===== config.mk =====
export PLATFORM = sky130hd
export DESIGN_NAME = parallel_config_loader
export DESIGN_NICKNAME = d
export VERILOG_FILES = /design/src/hdl/parallel_config_loader.v /design/src/hdl/pin_sync.v
export VERILOG_INCLUDE_DIRS = /design/src /design/src/hdl
export SDC_FILE = /design/constraint.sdc
export NUM_CORES = 1
export LEC_CHECK = 0
export ABC_AREA = 0
export BUFFER_PORTS_ARGS = -buffer_cell sky130_fd_sc_hd__buf_4
export CAP_MARGIN = 20
export CORE_UTILIZATION = 48
export DETAILED_ROUTE_END_ITERATION = 12
export GPL_TIMING_DRIVEN = 0
export PLACE_DENSITY = 0.79
export SLEW_MARGIN = 10
export SYNTH_ARGS = -nofsm -noshare
export SYNTH_HDL_FRONTEND = slang
export SYNTH_SLANG_ARGS = --single-unit
export TNS_END_PERCENT = 5

===== constraint.sdc =====
create_clock -name clk_i -period 2.2 [get_ports clk_i]
set_input_delay 0.22 -clock clk_i [delete_from_list [all_inputs] [get_ports clk_i]]
set_output_delay 0.22 -clock clk_i [all_outputs]
set_load 0.005 [all_outputs]

===== src/hdl/cfg_loader_defines.vh =====
// Constants for the passive parallel configuration loader
// Assumes inclusion by bare name from design files in hdl/
`ifndef CFG_LOADER_DEFINES_VH
`define CFG_LOADER_DEFINES_VH
`define POR_DELAY_NS 1000
`define CLK_PERIOD_NS 8
`define POR_CYCLES ((`POR_DELAY_NS + `CLK_PERIOD_NS - 1) / `CLK_PERIOD_NS)
`define DEF_RATIO 1
`define DEF_IMAGE_WORDS 16
`define INIT_EDGES 2'h2
`define INIT_OPT_BIT 0
`define CNT_W 24
`define ONE_CNT 24'h00_0001
`define ZERO_CNT 24'h00_0000
`endif


===== src/hdl/parallel_config_loader.v =====
// Device-side passive parallel configuration loader
// Assumes the host drives load_clock, data and reconfig_request_n;
// all pins are sampled into the clk_i domain through two flip-flops.
// Load clock must stay high and low for at least three clk_i periods;
// words pass straight to word_o, with no buffering behind them.
// Overview of operation
// Low reconfiguration request abandons user mode and restarts configuration.
// In user mode status and load-complete outputs stay high.
// Status held low for the power-on-reset delay after power-up.
// Load-complete low from power-up through loading until configuration ends.
// After completion, load clock activity is ignored entirely.
// Host keeps load clock at a defined level after configuration.
// Host may pause by holding load clock low; no data lost.
// Host presents valid data before first rising edge on resume.
// Each 32-bit word is held for r load clock cycles.
// Host must deliver the complete image.
// Load-complete rises only after the whole image arrives without error.
// Host then gives two falling load clock edges to start initialization.
// If option bit loaded, initialization-done output driven low.
// Host waits for status high before first word and edge.
// Clock-to-data ratio r is a build-time parameter.
`timescale 1ns/100ps
`include "cfg_loader_defines.vh"
module parallel_config_loader #(
  parameter RATIO = `DEF_RATIO,
  parameter IMAGE_WORDS = `DEF_IMAGE_WORDS,
  parameter POR_CYCLES = `POR_CYCLES,
  parameter DATA_W = 32
) (
  // Clock and reset
  input wire clk_i,
  input wire rst_n_i,
  // Host pins
  input wire reconfig_request_n_i,
  input wire load_clock_i,
  input wire [DATA_W-1:0] data_i,
  // Status pins
  output reg device_status_n_o,
  output reg load_complete_o,
  output reg init_done_o,
  output reg init_done_oe_o,
  output reg user_mode_o,
  output reg error_o,
  // Received words to the configuration memory
  output reg [DATA_W-1:0] word_o,
  output reg word_valid_o
);
  localparam ST_POR = 5'h01;
  localparam ST_CLEAR = 5'h02;
  localparam ST_LOAD = 5'h04;
  localparam ST_INIT = 5'h08;
  localparam ST_USER = 5'h10;

  // Counter limits cut once to the counter width
  localparam [`CNT_W-1:0] POR_LIM = POR_CYCLES[`CNT_W-1:0];
  localparam [`CNT_W-1:0] RATIO_LIM = RATIO[`CNT_W-1:0];
  localparam [`CNT_W-1:0] WORDS_LIM = IMAGE_WORDS[`CNT_W-1:0];

  // Sequencer state and counters
  reg [4:0] state_r;
  reg [`CNT_W-1:0] por_cnt_r;
  reg [`CNT_W-1:0] word_cnt_r;
  reg [`CNT_W-1:0] ratio_cnt_r;
  reg [1:0] fall_cnt_r;
  // Pin samples
  reg [DATA_W-1:0] data_s1_r;
  reg [DATA_W-1:0] data_s2_r;
  reg init_opt_r;
  wire req_n_s;
  wire clk_rise;
  wire clk_fall;

  function last_of;
    input [`CNT_W-1:0] cnt;
    input [`CNT_W-1:0] limit;
    begin
      last_of = (cnt == limit - `ONE_CNT);
    end
  endfunction

  pin_sync u_req_sync (
    .clk_i(clk_i),
    .rst_n_i(rst_n_i),
    .reset_level_i(1'b0),
    .pin_i(reconfig_request_n_i),
    .level_o(req_n_s),
    .rise_o(),
    .fall_o()
  );

  pin_sync u_clk_sync (
    .clk_i(clk_i),
    .rst_n_i(rst_n_i),
    .reset_level_i(1'b0),
    .pin_i(load_clock_i),
    .level_o(),
    .rise_o(clk_rise),
    .fall_o(clk_fall)
  );

  // Data passes two stages so it lines up with the synchronised edge
  always @(posedge clk_i or negedge rst_n_i) begin
    if (!rst_n_i) begin
      data_s1_r <= {DATA_W{1'b0}};
      data_s2_r <= {DATA_W{1'b0}};
    end else begin
      data_s1_r <= data_i;
      data_s2_r <= data_s1_r;
    end
  end

  always @(posedge clk_i or negedge rst_n_i) begin
    if (!rst_n_i) begin
      state_r <= ST_POR;
      por_cnt_r <= `ZERO_CNT;
      word_cnt_r <= `ZERO_CNT;
      ratio_cnt_r <= `ZERO_CNT;
      fall_cnt_r <= 2'h0;
      init_opt_r <= 1'b0;
      device_status_n_o <= 1'b0;
      load_complete_o <= 1'b0;
      init_done_o <= 1'b0;
      init_done_oe_o <= 1'b0;
      user_mode_o <= 1'b0;
      error_o <= 1'b0;
      word_o <= {DATA_W{1'b0}};
      word_valid_o <= 1'b0;
    end else begin
      word_valid_o <= 1'b0;
      case (state_r)
        ST_POR: begin
          device_status_n_o <= 1'b0;
          load_complete_o <= 1'b0;
          // Request pin is not looked at until the delay has run out
          if (last_of(por_cnt_r, POR_LIM)) begin
            state_r <= ST_CLEAR;
          end else begin
            por_cnt_r <= por_cnt_r + `ONE_CNT;
          end
        end

        ST_CLEAR: begin
          // Request held low keeps the device in clearing
          load_complete_o <= 1'b0;
          user_mode_o <= 1'b0;
          init_done_o <= 1'b0;
          init_done_oe_o <= 1'b0;
          if (req_n_s) begin
            device_status_n_o <= 1'b1;
            word_cnt_r <= `ZERO_CNT;
            ratio_cnt_r <= `ZERO_CNT;
            fall_cnt_r <= 2'h0;
            init_opt_r <= 1'b0;
            state_r <= ST_LOAD;
          end
        end

        ST_LOAD: begin
          // Abort drops any partly held word
          if (!req_n_s) begin
            state_r <= ST_CLEAR;
            device_status_n_o <= 1'b0;
          end else if (clk_rise) begin
            // A paused clock simply yields no edges; nothing is lost
            if (last_of(ratio_cnt_r, RATIO_LIM)) begin
              ratio_cnt_r <= `ZERO_CNT;
              word_o <= data_s2_r;
              word_valid_o <= 1'b1;
              if (word_cnt_r == `ZERO_CNT) begin
                init_opt_r <= data_s2_r[`INIT_OPT_BIT];
                // Option pin is pulled low as soon as its bit is in
                init_done_oe_o <= data_s2_r[`INIT_OPT_BIT];
                init_done_o <= 1'b0;
              end
              if (last_of(word_cnt_r, WORDS_LIM)) begin
                load_complete_o <= 1'b1;
                state_r <= ST_INIT;
              end
              word_cnt_r <= word_cnt_r + `ONE_CNT;
            end else begin
              ratio_cnt_r <= ratio_cnt_r + `ONE_CNT;
            end
          end
        end

        ST_INIT: begin
          // Only falls seen after load-complete rose are counted
          if (!req_n_s) begin
            state_r <= ST_CLEAR;
            device_status_n_o <= 1'b0;
            load_complete_o <= 1'b0;
          end else if (clk_fall) begin
            if (fall_cnt_r == `INIT_EDGES - 2'h1) begin
              state_r <= ST_USER;
              user_mode_o <= 1'b1;
              if (init_opt_r) begin
                init_done_o <= 1'b1;
              end
            end
            fall_cnt_r <= fall_cnt_r + 2'h1;
          end
        end

        ST_USER: begin
          // Load clock edges are no longer looked at here
          device_status_n_o <= 1'b1;
          load_complete_o <= 1'b1;
          if (!req_n_s) begin
            state_r <= ST_CLEAR;
            device_status_n_o <= 1'b0;
            load_complete_o <= 1'b0;
            user_mode_o <= 1'b0;
            init_done_o <= 1'b0;
            init_done_oe_o <= 1'b0;
          end
        end

        default: begin
          state_r <= ST_POR;
          error_o <= 1'b1;
        end
      endcase
    end
  end
endmodule


===== src/hdl/pin_sync.v =====
// Two-flop synchroniser with edge detection on the second stage
// Assumes an asynchronous pin and a single system clock
`timescale 1ns/100ps
module pin_sync (
  // Clock and reset
  input wire clk_i,
  input wire rst_n_i,
  input wire reset_level_i,
  // Pin
  input wire pin_i,
  // Synchronised level and edges
  output reg level_o,
  output wire rise_o,
  output wire fall_o
);
  reg meta_r;
  reg prev_r;

  always @(posedge clk_i or negedge rst_n_i) begin
    if (!rst_n_i) begin
      meta_r <= 1'b0;
      level_o <= 1'b0;
      prev_r <= 1'b0;
    end else begin
      meta_r <= pin_i;
      level_o <= meta_r;
      prev_r <= level_o;
    end
  end

  // Reset level is not loaded at reset; driven high it suppresses every edge report
  assign rise_o = level_o & ~prev_r & ~reset_level_i;
  assign fall_o = ~level_o & prev_r & ~reset_level_i;
endmodule


Word-level counts from Yosys, hierarchy flattened
Index checks and enable logic that the tools add are counted.
{"block": "totals", "regBits": 188, "latchBits": 0, "mem_bits_rw": 0, "romBits": 0, "in_bits": 36, "output_inout_bits": 39, "wordCells": 138, "n_memories": 0}
{"block": "op_classes", "add_sub_neg": 4, "mul": 0, "n_div": 0, "magnitude_cmp": 0, "eq_ne": 27, "shift": 0, "n_mux": 57, "bitwise": 5, "reduce_logical": 24}
{"operator": "two-way mux 24 bit", "count": 7}
{"operator": "case mux 24 bit (2 select lines)", "count": 2}
{"operator": "adder 24 x 1 -> 24 bit (second input constant)", "count": 3}
{"operator": "two-way mux 5 bit", "count": 10}
{"operator": "zero test 24 bit", "count": 2}
{"operator": "two-way mux 1 bit", "count": 27}
{"operator": "case mux 5 bit (5 select lines)", "count": 1}
{"operator": "equality test 24 x 4 -> 1 bit (second input constant)", "count": 1}
{"operator": "equality test 24 x 7 -> 1 bit (second input constant)", "count": 1}
{"operator": "!= test 2 bit (second input constant)", "count": 11}
{"operator": "AND reduction 6 bit", "count": 3}
{"operator": "!= test 3 bit (second input constant)", "count": 5}
{"operator": "case mux 1 bit (4 select lines)", "count": 3}
{"operator": "AND reduction 4 bit", "count": 3}
{"operator": "nonzero test 4 bit", "count": 3}
{"operator": "AND reduction 10 bit", "count": 1}
{"operator": "AND reduction 5 bit", "count": 2}
{"operator": "AND reduction 8 bit", "count": 1}
{"operator": "two-way mux 2 bit", "count": 3}
{"operator": "!= test 2 x 1 -> 1 bit (second input constant)", "count": 3}
{"operator": "case mux 1 bit (3 select lines)", "count": 2}
{"operator": "nonzero test 3 bit", "count": 2}
{"operator": "equality test 5 x 1 -> 1 bit (second input constant)", "count": 1}
{"operator": "equality test 5 x 2 -> 1 bit (second input constant)", "count": 1}
{"operator": "other kinds (14)", "count": 19}

Longest topological paths before layout
Gate-level depths: netlist of run 1.
{"block": "depth", "ltp_word": 6, "ltp_mapped": 9}

Cells and area by module
A second synthesis of run 1 with hierarchy kept.
{"block": "hier_totals", "hier_cells": 676, "area_unflattened_um2": 7928.9}
{"mod": "parallel_config_loader", "n_inst": 1, "cells_each": 666, "area_each_um2": 7748.7, "seq_area_each_um2": 4580.6}
{"mod": "pin_sync", "n_inst": 2, "cells_each": 5, "area_each_um2": 90.1, "seq_area_each_um2": 75.1}

Least setup slack after synthesis of run 1
Ideal clock, no wire load.
{"block": "synth_timing", "path_kind": "register to register", "from": "register ratio_cnt_r[0]", "to": "register word_o[10]", "setup_ns": 0.125, "arrival_ns": 1.921, "t_required_ns": 2.075, "setup_slack_ns": 0.155, "path_stages_with_launch": 8, "period_less_slack_ns": 2.045, "path_cell_list": "dfrtp_1 > inv_1 > ha_1 > nor4b_2 > nand4_2 > nor3_2 > buf_2 > mux2_2"}
{"block": "synth_via", "elab_chain_cells": 2}
{"element": "from (decl)", "line_no": "parallel_config_loader.v:63", "source": "reg [`CNT_W-1:0] ratio_cnt_r;"}
{"element": "from (signal assigned)", "line_no": "parallel_config_loader.v:117", "source": "ratio_cnt_r <= `ZERO_CNT;"}
{"element": "from (signal assigned)", "line_no": "parallel_config_loader.v:151", "source": "ratio_cnt_r <= `ZERO_CNT;"}
{"element": "from (signal assigned)", "line_no": "parallel_config_loader.v:166", "source": "ratio_cnt_r <= `ZERO_CNT;"}
{"element": "zero test 24 bit (no line)"}
{"element": "AND reduction 4 bit (no line)"}
{"element": "to (signal assigned)", "line_no": "parallel_config_loader.v:126", "source": "word_o <= {DATA_W{1'b0}};"}
{"element": "to (signal assigned)", "line_no": "parallel_config_loader.v:167", "source": "word_o <= data_s2_r;"}
{"element": "to (decl)", "line_no": "parallel_config_loader.v:45", "source": "output reg [DATA_W-1:0] word_o,"}
Every way passes these cells.
A chain may end at the register's enable or synchronous reset.

Worst setup path after layout of run 1
{"block": "layout_timing", "from": "register ratio_cnt_r[20]", "to": "register word_cnt_r[5]"}
{"block": "layout_via", "elab_chain_cells": 3}
{"element": "zero test 24 bit (no line)"}
{"element": "!= test 2 bit (no line)"}
{"element": "AND reduction 5 bit (no line)"}
{"element": "to (signal assigned)", "line_no": "parallel_config_loader.v:116", "source": "word_cnt_r <= `ZERO_CNT;"}
{"element": "to (signal assigned)", "line_no": "parallel_config_loader.v:150", "source": "word_cnt_r <= `ZERO_CNT;"}
{"element": "to (signal assigned)", "line_no": "parallel_config_loader.v:179", "source": "word_cnt_r <= word_cnt_r + `ONE_CNT;"}
{"element": "to (decl)", "line_no": "parallel_config_loader.v:62", "source": "reg [`CNT_W-1:0] word_cnt_r;"}
Every way passes these cells.

==> results of run 1 <==
-- metrics by stage --
stage               total power, uW  cell area (um^2)  instances  setup slack (ps)  hold slack, ps
finish                         6650             10400       1066             -14.8             341
global route                   6870             10400       1066             -93.3             353
CTS                            6720             10000       1054             -45.0             345
detailed placement             3740              8900        983              -406             239
global placement               3730              8860        982              -327             329
floorplan                      3610              8040        692               155           -75.6
-- final timing paths --
check / start / endpoint / slack (ps) / cells after the start
setup / recovery: ratio_cnt_r[20] / word_cnt_r[5] / -10 / 6
hold / removal: rst_n_i / data_s2_r[27] / 340 / 2
setup reg to reg: ratio_cnt_r[20] / word_cnt_r[5] / -10 / 6
hold reg to reg: data_s1_r[31] / data_s2_r[31] / 340 / 0
max in group asynchronous: rst_n_i / por_cnt_r[20] / 950 / 3
min in group clk_i: data_s1_r[31] / data_s2_r[31] / 340 / 0
-- power by group --
group	leakage (uW)	switching (uW)	total, uW	internal [uW]
clock network	0.000279	1400	2920	1530
logic	0.00183	101	193	91.8
registers	0.00245	19.0	3540	3520
-- critical path, delay by kind of cell, from the launching register on --
kind / cells / cell delay, ps
simple gates: 3 / 1080
flops: 1 / 460
compound gates: 2 / 450
buf+inv: 1 / 130
-- cells in the mapped netlist (2+ instances only) --
cell and n:
dfrtp_1 187, nand2_1 57, xnor2_1 39, nor2_1 38
nand3_1 36, mux2_2 33, inv_1 22, nor4_1 21
nor3_1 19, nand4_1 17, a21oi_1 16, o21ai_0 16
buf_2 15, a211oi_1 13, clkbuf_1 13, a2111oi_0 11
mux2i_1 10, and4_1 9, nand2b_1 8, and3_1 7
ha_1 7, nor3b_1 7, o31ai_1 7, or4_1 7
xor2_1 7, o211ai_1 6, or3_1 5, a31oi_1 4
nor2b_1 4, a22o_1 3, buf_6 3, a31o_2 2
a41oi_1 2, and2_1 2, nor3_4 2, nor4b_1 2
nor4b_2 2, o21a_1 2, o311ai_0 2
-- per-layer routing --
layer / track usage [%] / wire (um) / share of wire [%]
met1: 29.5 / 8040 / 44
met2: 33.7 / 8780 / 48
met3: 3.78 / 1100 / 6.1
met4: 7.11 / 300 / 1.6
met5: 0 / 0 / 0
-- flip-flops by register name, summed over array words and instances (netlist names), 2 cells and up --
signal       count
word_cnt_r      24
ratio_cnt_r     24
state_r          5
por_cnt_r       24
data_s2_r       32
data_s1_r       32
fall_cnt_r       2
word_o          32
-- cells by family after synthesis --
kind of cell / after synthesis
adders and majority gates: 7
AOI/OAI and AO/OA: 99
and+or+nand+nor: 253
muxes: 43
buffers and inverters: 56
DFF: 188
xor gates and xnor gates: 46
-- cell type report --
cell class	instances	share of cell area, %
sequential	188	45.4
clock inverter	13	1.18
inverter	22	0.796
multi-input combinational	448	33.1
clock buffer	19	4.27
tap	216	2.60
timing repair buffer	128	10.6
buffer	32	2.13
-- repair_timing --
action	in CTS	in global routing
resized for setup	36	70
endpoints found under the setup margin	90	87
pin swaps	5	17
hold buffers	35	0
gates cloned	0	1
buffers inserted	5	12
endpoints found under the hold margin	110	0
==> impl_results.md, run 1 <==
- Layout area overhead: 29.1%
- Synth Instances: approximately 700
- Final WS setup: -14.8 ps
- IR drop worst, VDD: roughly 0.55 mV
- Synth Register Bits: 188
- Via count: 6075
- Skew-Pair Late Insertion Delay: 430 ps
- Die W: about 130 um
- CTS tree: built
- Critical path's slowest cell: or4_4
- N_diodes: 0
- First-pass GRT wire length: between 20 and 30 mm
- Final hold violation count: 0
- Die height: between 100 and 150 um
- Placeable Area: 0.0161 mm^2
- Clk buf depth: 2
- Root Driver: clkbuf_16
- Initial cell density of the core: around 50%
- Leak: around 0.0046 uW
- Multi-input logic area: 0.00343 mm^2
- Max-capacitance violation count: 0
- Final Cycle Share: 101%
- Fmax: roughly 450 MHz
- WL/cell: 17.1 um
- Routed Antenna Nets: 0
- Most frequent cells in the layout: 187 x dfrtp_1, 93 x buf_4, 54 x nand2_1
- Post-synthesis xor/xnor area fraction: 5.01%
- Nets: 880
- Antenna violations before repair: 0
- Yosys top cell by area: dfrtp_1
- 1st-pass router iterations: 7
- Crit path cell chain: nor4_4 -> nand4_4 -> o21a_4 -> buf_6 -> or4_4 -> a21oi_2
- Post-synth EDFFs: 0
- Post-synthesis sequential area ratio: 58.6%
- Top-area cell type share of the netlist area: 58.2%
- Post-Syn Area per Cell: 11.6 um^2
- Max Slew Vio Count: 0
- Io pins: 75
- Status: finished with violations
- Mux share of post-synthesis cell area: 5.87%
- Post-Synth Simple-Gate Area: between 10% and 20%
- Vias in the first global route: between 5000 and 6000
- Pwr dens: 641 mW/mm^2
- Pin count of the biggest net entering global routing: 112
- Routed wire length: ~18 mm
- Clock Skews: 13.0 ps
- YS warnings: 0
- Slew @ Worst Pin: 620 ps
- Data required, critical path: 2560 ps
- Drt via density: 5.70
- Total track usage: 21.2%
- CTS Buf Count: 17
- CP Max Fanout: 6
- Count of cell types in the netlist: 68
- Final Wtd Congestion: 0.870
- Fin crit period: 2210 ps
- Reg area: 0.00471 mm^2
- Reg clk slew, reported paths: 70 ps
- Final Util: 64.4%
- 1st-iter DRT viols: about 400
- H-tree depth: 4
- Crit path DAT: 2570 ps
- Worst Setup End Kind: flip-flop
- Cell Rows: 46
- FILL cells: roughly 1200
- DIE AREA: 0.0173 mm^2
- Setup violations, final: 3
- TritonCTS Sinks: 188
- Grt ovf: 0
- Setup Crit Path Kind: reg -> reg
- DRC: 0
- Mapped Area: 0.00804 mm^2
- Share of layout cells above drive strength 1: 29.2%
- Max-slew headroom: 58.7%
- Top FF cell, synth: dfrtp_1
- Area contributors post-synth: dfrtp_1 58%, mux2_2 4.6%, xnor2_1 4.3%
- Commonest non-fill, non-tap cell in the layout: dfrtp_1
- Failing checks: setup timing
- RSZ-0062 raised after global routing: yes
- Slowest stage delay, CP: 470 ps
- Adder-cell share of the synthesized area: 1.09%
- TNS Setup: -30.8 ps
- Critical Path Source Type: flip-flop
- Async S/R FF share, synth: 100%
- Main combinational cell family by area after synthesis: simple AND/OR/NAND/NOR gates
- Hold Path Class: in -> async
- Post-synthesis compound-gate area fraction: under 10%
- PortBufs: 74
- Hpwl dp: 11.0 mm
- Syn Nets: roughly 740
Note: power is estimated with default switching activity, not from simulation.
==> inputs of run 2 (changes only) <==
--- a/config.mk
+++ b/config.mk
@@ -9,10 +9,11 @@
 export ABC_AREA = 0
 export BUFFER_PORTS_ARGS = -buffer_cell sky130_fd_sc_hd__buf_4
 export CAP_MARGIN = 20
-export CORE_UTILIZATION = 48
+export CORE_UTILIZATION = 35
 export DETAILED_ROUTE_END_ITERATION = 12
 export GPL_TIMING_DRIVEN = 0
-export PLACE_DENSITY = 0.79
+export PLACE_DENSITY = 0.64
+export SETUP_SLACK_MARGIN = 0.05
 export SLEW_MARGIN = 10
 export SYNTH_ARGS = -nofsm -noshare
 export SYNTH_HDL_FRONTEND = slang
==> run 2 against run 1 <==
Net effect:
- the flow still finishes with violations (setup timing)
- cell area grew 0.58%
- cell count up 6.1%
- clock power grew 7.9%
- maximum frequency about the same
- routed wire length down 1.7%
- worst hold slack worse by 140 ps
- combinational power is 2% higher
- setup slack worse by 2.0 ps
- largest cell class unchanged
==> impl_results.md, run 2 (synthesis gave the netlist of run 1 again) <==
- Pwr dens: 659 mW/mm^2 (+2.8%)
- Skew-Pair Late Insertion Delay: 430 ps (about the same)
- Max-capacitance violation count: 0 (unchanged)
- RSZ-0062 raised after global routing: yes
- 1st-pass router iterations: 5 (-2)
- Status: finished with violations
- CP Max Fanout: 10 (+4)
- Routed Antenna Nets: 0 (unchanged)
- First-pass GRT wire length: 30.1 mm (+3.1%)
- Final hold violation count: 0 (unchanged)
- Biggest regs: data_s1_r x32, data_s2_r x32, word_o x32
- DIE AREA: 0.0236 mm^2 (+37%)
- Total track usage: 15.9% (-5.3 points)
- Failing checks: setup timing
- Final WS setup: -16.8 ps (-2.00 ps)
- Slowest stage delay, CP: 500 ps (+30 ps)
- Setup violations, final: 4 (+1)
- Fin area: 0.0104 mm^2 (+0.58%)
- Fmax: 451 MHz (about the same)
- Overall power: 6880 uW (+3.4%)
- Routed wire length: 17.9 mm (-1.7%)
- DRC: 0 (unchanged)
- Clk buf depth: 2 (unchanged)
- Placed Area: 0.00901 mm^2 (+1.3%)
- Fin crit period: 2220 ps (+2.00 ps)
- Final Wtd Congestion: 0.856 (-1.6%)
- Buffer and inverter count on the worst path: 3 (+2)
- Final Cycle Share: 101% (about the same)
- Leak: 0.00454 uW (-0.26%)
- Hpwl dp: 11.7 mm (+5.7%)
- Placeable Area: 0.0226 mm^2 (+40%)
- WL/cell: 15.8 um (-7.4%)
- Vias in the first global route: 5976 (+2.6%)
- Family with the most delay on the worst path: simple AND/OR/NAND/NOR gates
- PortBufs: 74 (unchanged)
- Nets: 876 (-0.45%)
- Crit path cell chain: inv_2 -> ha_4 -> nor4b_4 -> nand4_2 -> buf_6 -> o21a_4 -> buf_8 -> or4_1 -> a21oi_2
- IR drop worst, VDD: 0.545 mV (-1.6%)
- Die height: 154 um (+17%)
- H-tree depth: 4 (unchanged)
- Setup Crit Path Kind: reg -> reg
- Grt ovf: 0 (unchanged)
- Reg clk slew, reported paths: 70 ps (about the same)
- Die W: 154 um (+17%)
- Post-placement worst setup slack: -330 ps (+75.7 ps)
- Max Slew Vio Count: 0 (unchanged)
- Drt via density: 5.20 (-8.8%)
- TNS Setup: -25.6 ps (+5.19 ps)
- Pin count of the biggest net entering global routing: 97 (-13%)
- Max-slew headroom: 61.3% (+2.7 points)
- Final Util: 46.2% (-18 points)
- Commonest non-fill, non-tap cell in the layout: dfrtp_1
- Hold Path Class: in -> async
- FILL cells: 2051 (+75%)
- Slew @ Worst Pin: 580 ps (-39.9 ps)
- 1st-iter DRT viols: 416 (+3.7%)
- Root Driver: clkbuf_16
- CTS tree: built
- TritonCTS Sinks: 188 (unchanged)
- Critical path's slowest cell: or4_1
- Worst Setup End Kind: flip-flop
- Critical Path Source Type: flip-flop
- Initial cell density of the core: 35.6% (-14 points)
- Crit path DAT: 2580 ps (about the same)
- Most frequent cells in the layout: 187 x dfrtp_1, 89 x buf_4, 54 x nand2_1
- Data required, critical path: 2560 ps (about the same)
- Antenna violations before repair: 0 (unchanged)
- Layout area overhead: 29.9%
- Cell Rows: 55 (+20%)
- Io pins: 75 (unchanged)
- N_diodes: 0 (unchanged)
- Share of layout cells above drive strength 1: 27.8% (-1.4 points)
- CTS Buf Count: 17 (unchanged)
- Via count: 5878 (-3.2%)
- Clock Skews: 12.4 ps (-0.618 ps)
[run 2: cell count changes in the layout (fill, tap and decap cells not counted), moves of 2 or more]
cell / previous run / this run
a21oi_2: 5 / 1
buf_4: 93 / 89
a21oi_1: 11 / 14
clkinv_8: 1 / 4
o31ai_1: 0 / 3
or4_1: 4 / 7
or4_4: 3 / 0
buf_6: 8 / 6
clkbuf_2: 4 / 6
clkinv_2: 2 / 0
nor4_2: 6 / 8
o31ai_2: 5 / 3
[run 2: path summary, 6_finish.rpt]
kind	depth (start not counted)	slack [ps]	start	endpoint
setup / recovery	9	-20	ratio_cnt_r[0]	word_cnt_r[13]
hold / removal	2	210	rst_n_i	word_o[18]
setup reg to reg	9	-20	ratio_cnt_r[0]	word_cnt_r[13]
hold reg to reg	0	350	data_s1_r[1]	data_s2_r[1]
max in group asynchronous	4	930	rst_n_i	por_cnt_r[23]
min in group clk_i	0	350	data_s1_r[1]	data_s2_r[1]
[run 2: stage by stage]
step | hold WS [ps] | instances
CTS | 200 | 1121
floorplan | -75.6 | 692
detailed placement | 66.0 | 1053
global route | 210 | 1131
global placement | 329 | 1051
finish | 205 | 1131
[run 2: worst reg2reg max path, cell delays in order, from the launching register on]
cell     delay [ps]
dfrtp_1         410
inv_2           100
ha_4            130
nor4b_4         190
nand4_2         130
buf_6           170
o21a_4          230
buf_8           150
or4_1           500
a21oi_2         140
[run 2: power by group]
part	internal, uW	switching [uW]	total (uW)
sequential	3520	18.0	3530
clock	1650	1500	3150
combinational	96.4	101	197
[run 2: final cells by class]
| class | instances | area (um^2) | share of cell area [%] |
|---|---|---|---|
| Multi-Input combinational cell | 448 | 3380 | 32.4 |
| Timing Repair Buffer | 122 | 1050 | 10.1 |
| Clock inverter | 15 | 196 | 1.88 |
| Sequential cell | 188 | 4710 | 45.1 |
| Inverter | 22 | 82.6 | 0.791 |
| Tap cell | 285 | 357 | 3.42 |
| Buffer | 34 | 231 | 2.22 |
| Clock buffer | 17 | 425 | 4.08 |
[run 2: timing repair]
item / 4_1_cts / 5_1_grt
buffers inserted: 1 / 10
gates resized for setup: 50 / 47
hold buffers: 35 / 0
pin swaps: 9 / 8
hold endpoints to repair: 90 / 0
endpoints found under the setup margin: 94 / 98
[run 2: layer usage]
metal / track usage (%) / wire (um)
met1: 21.0 / 7980
met2: 26.0 / 8760
met3: 3.47 / 827
met4: 4.90 / 348
met5: 0 / 0
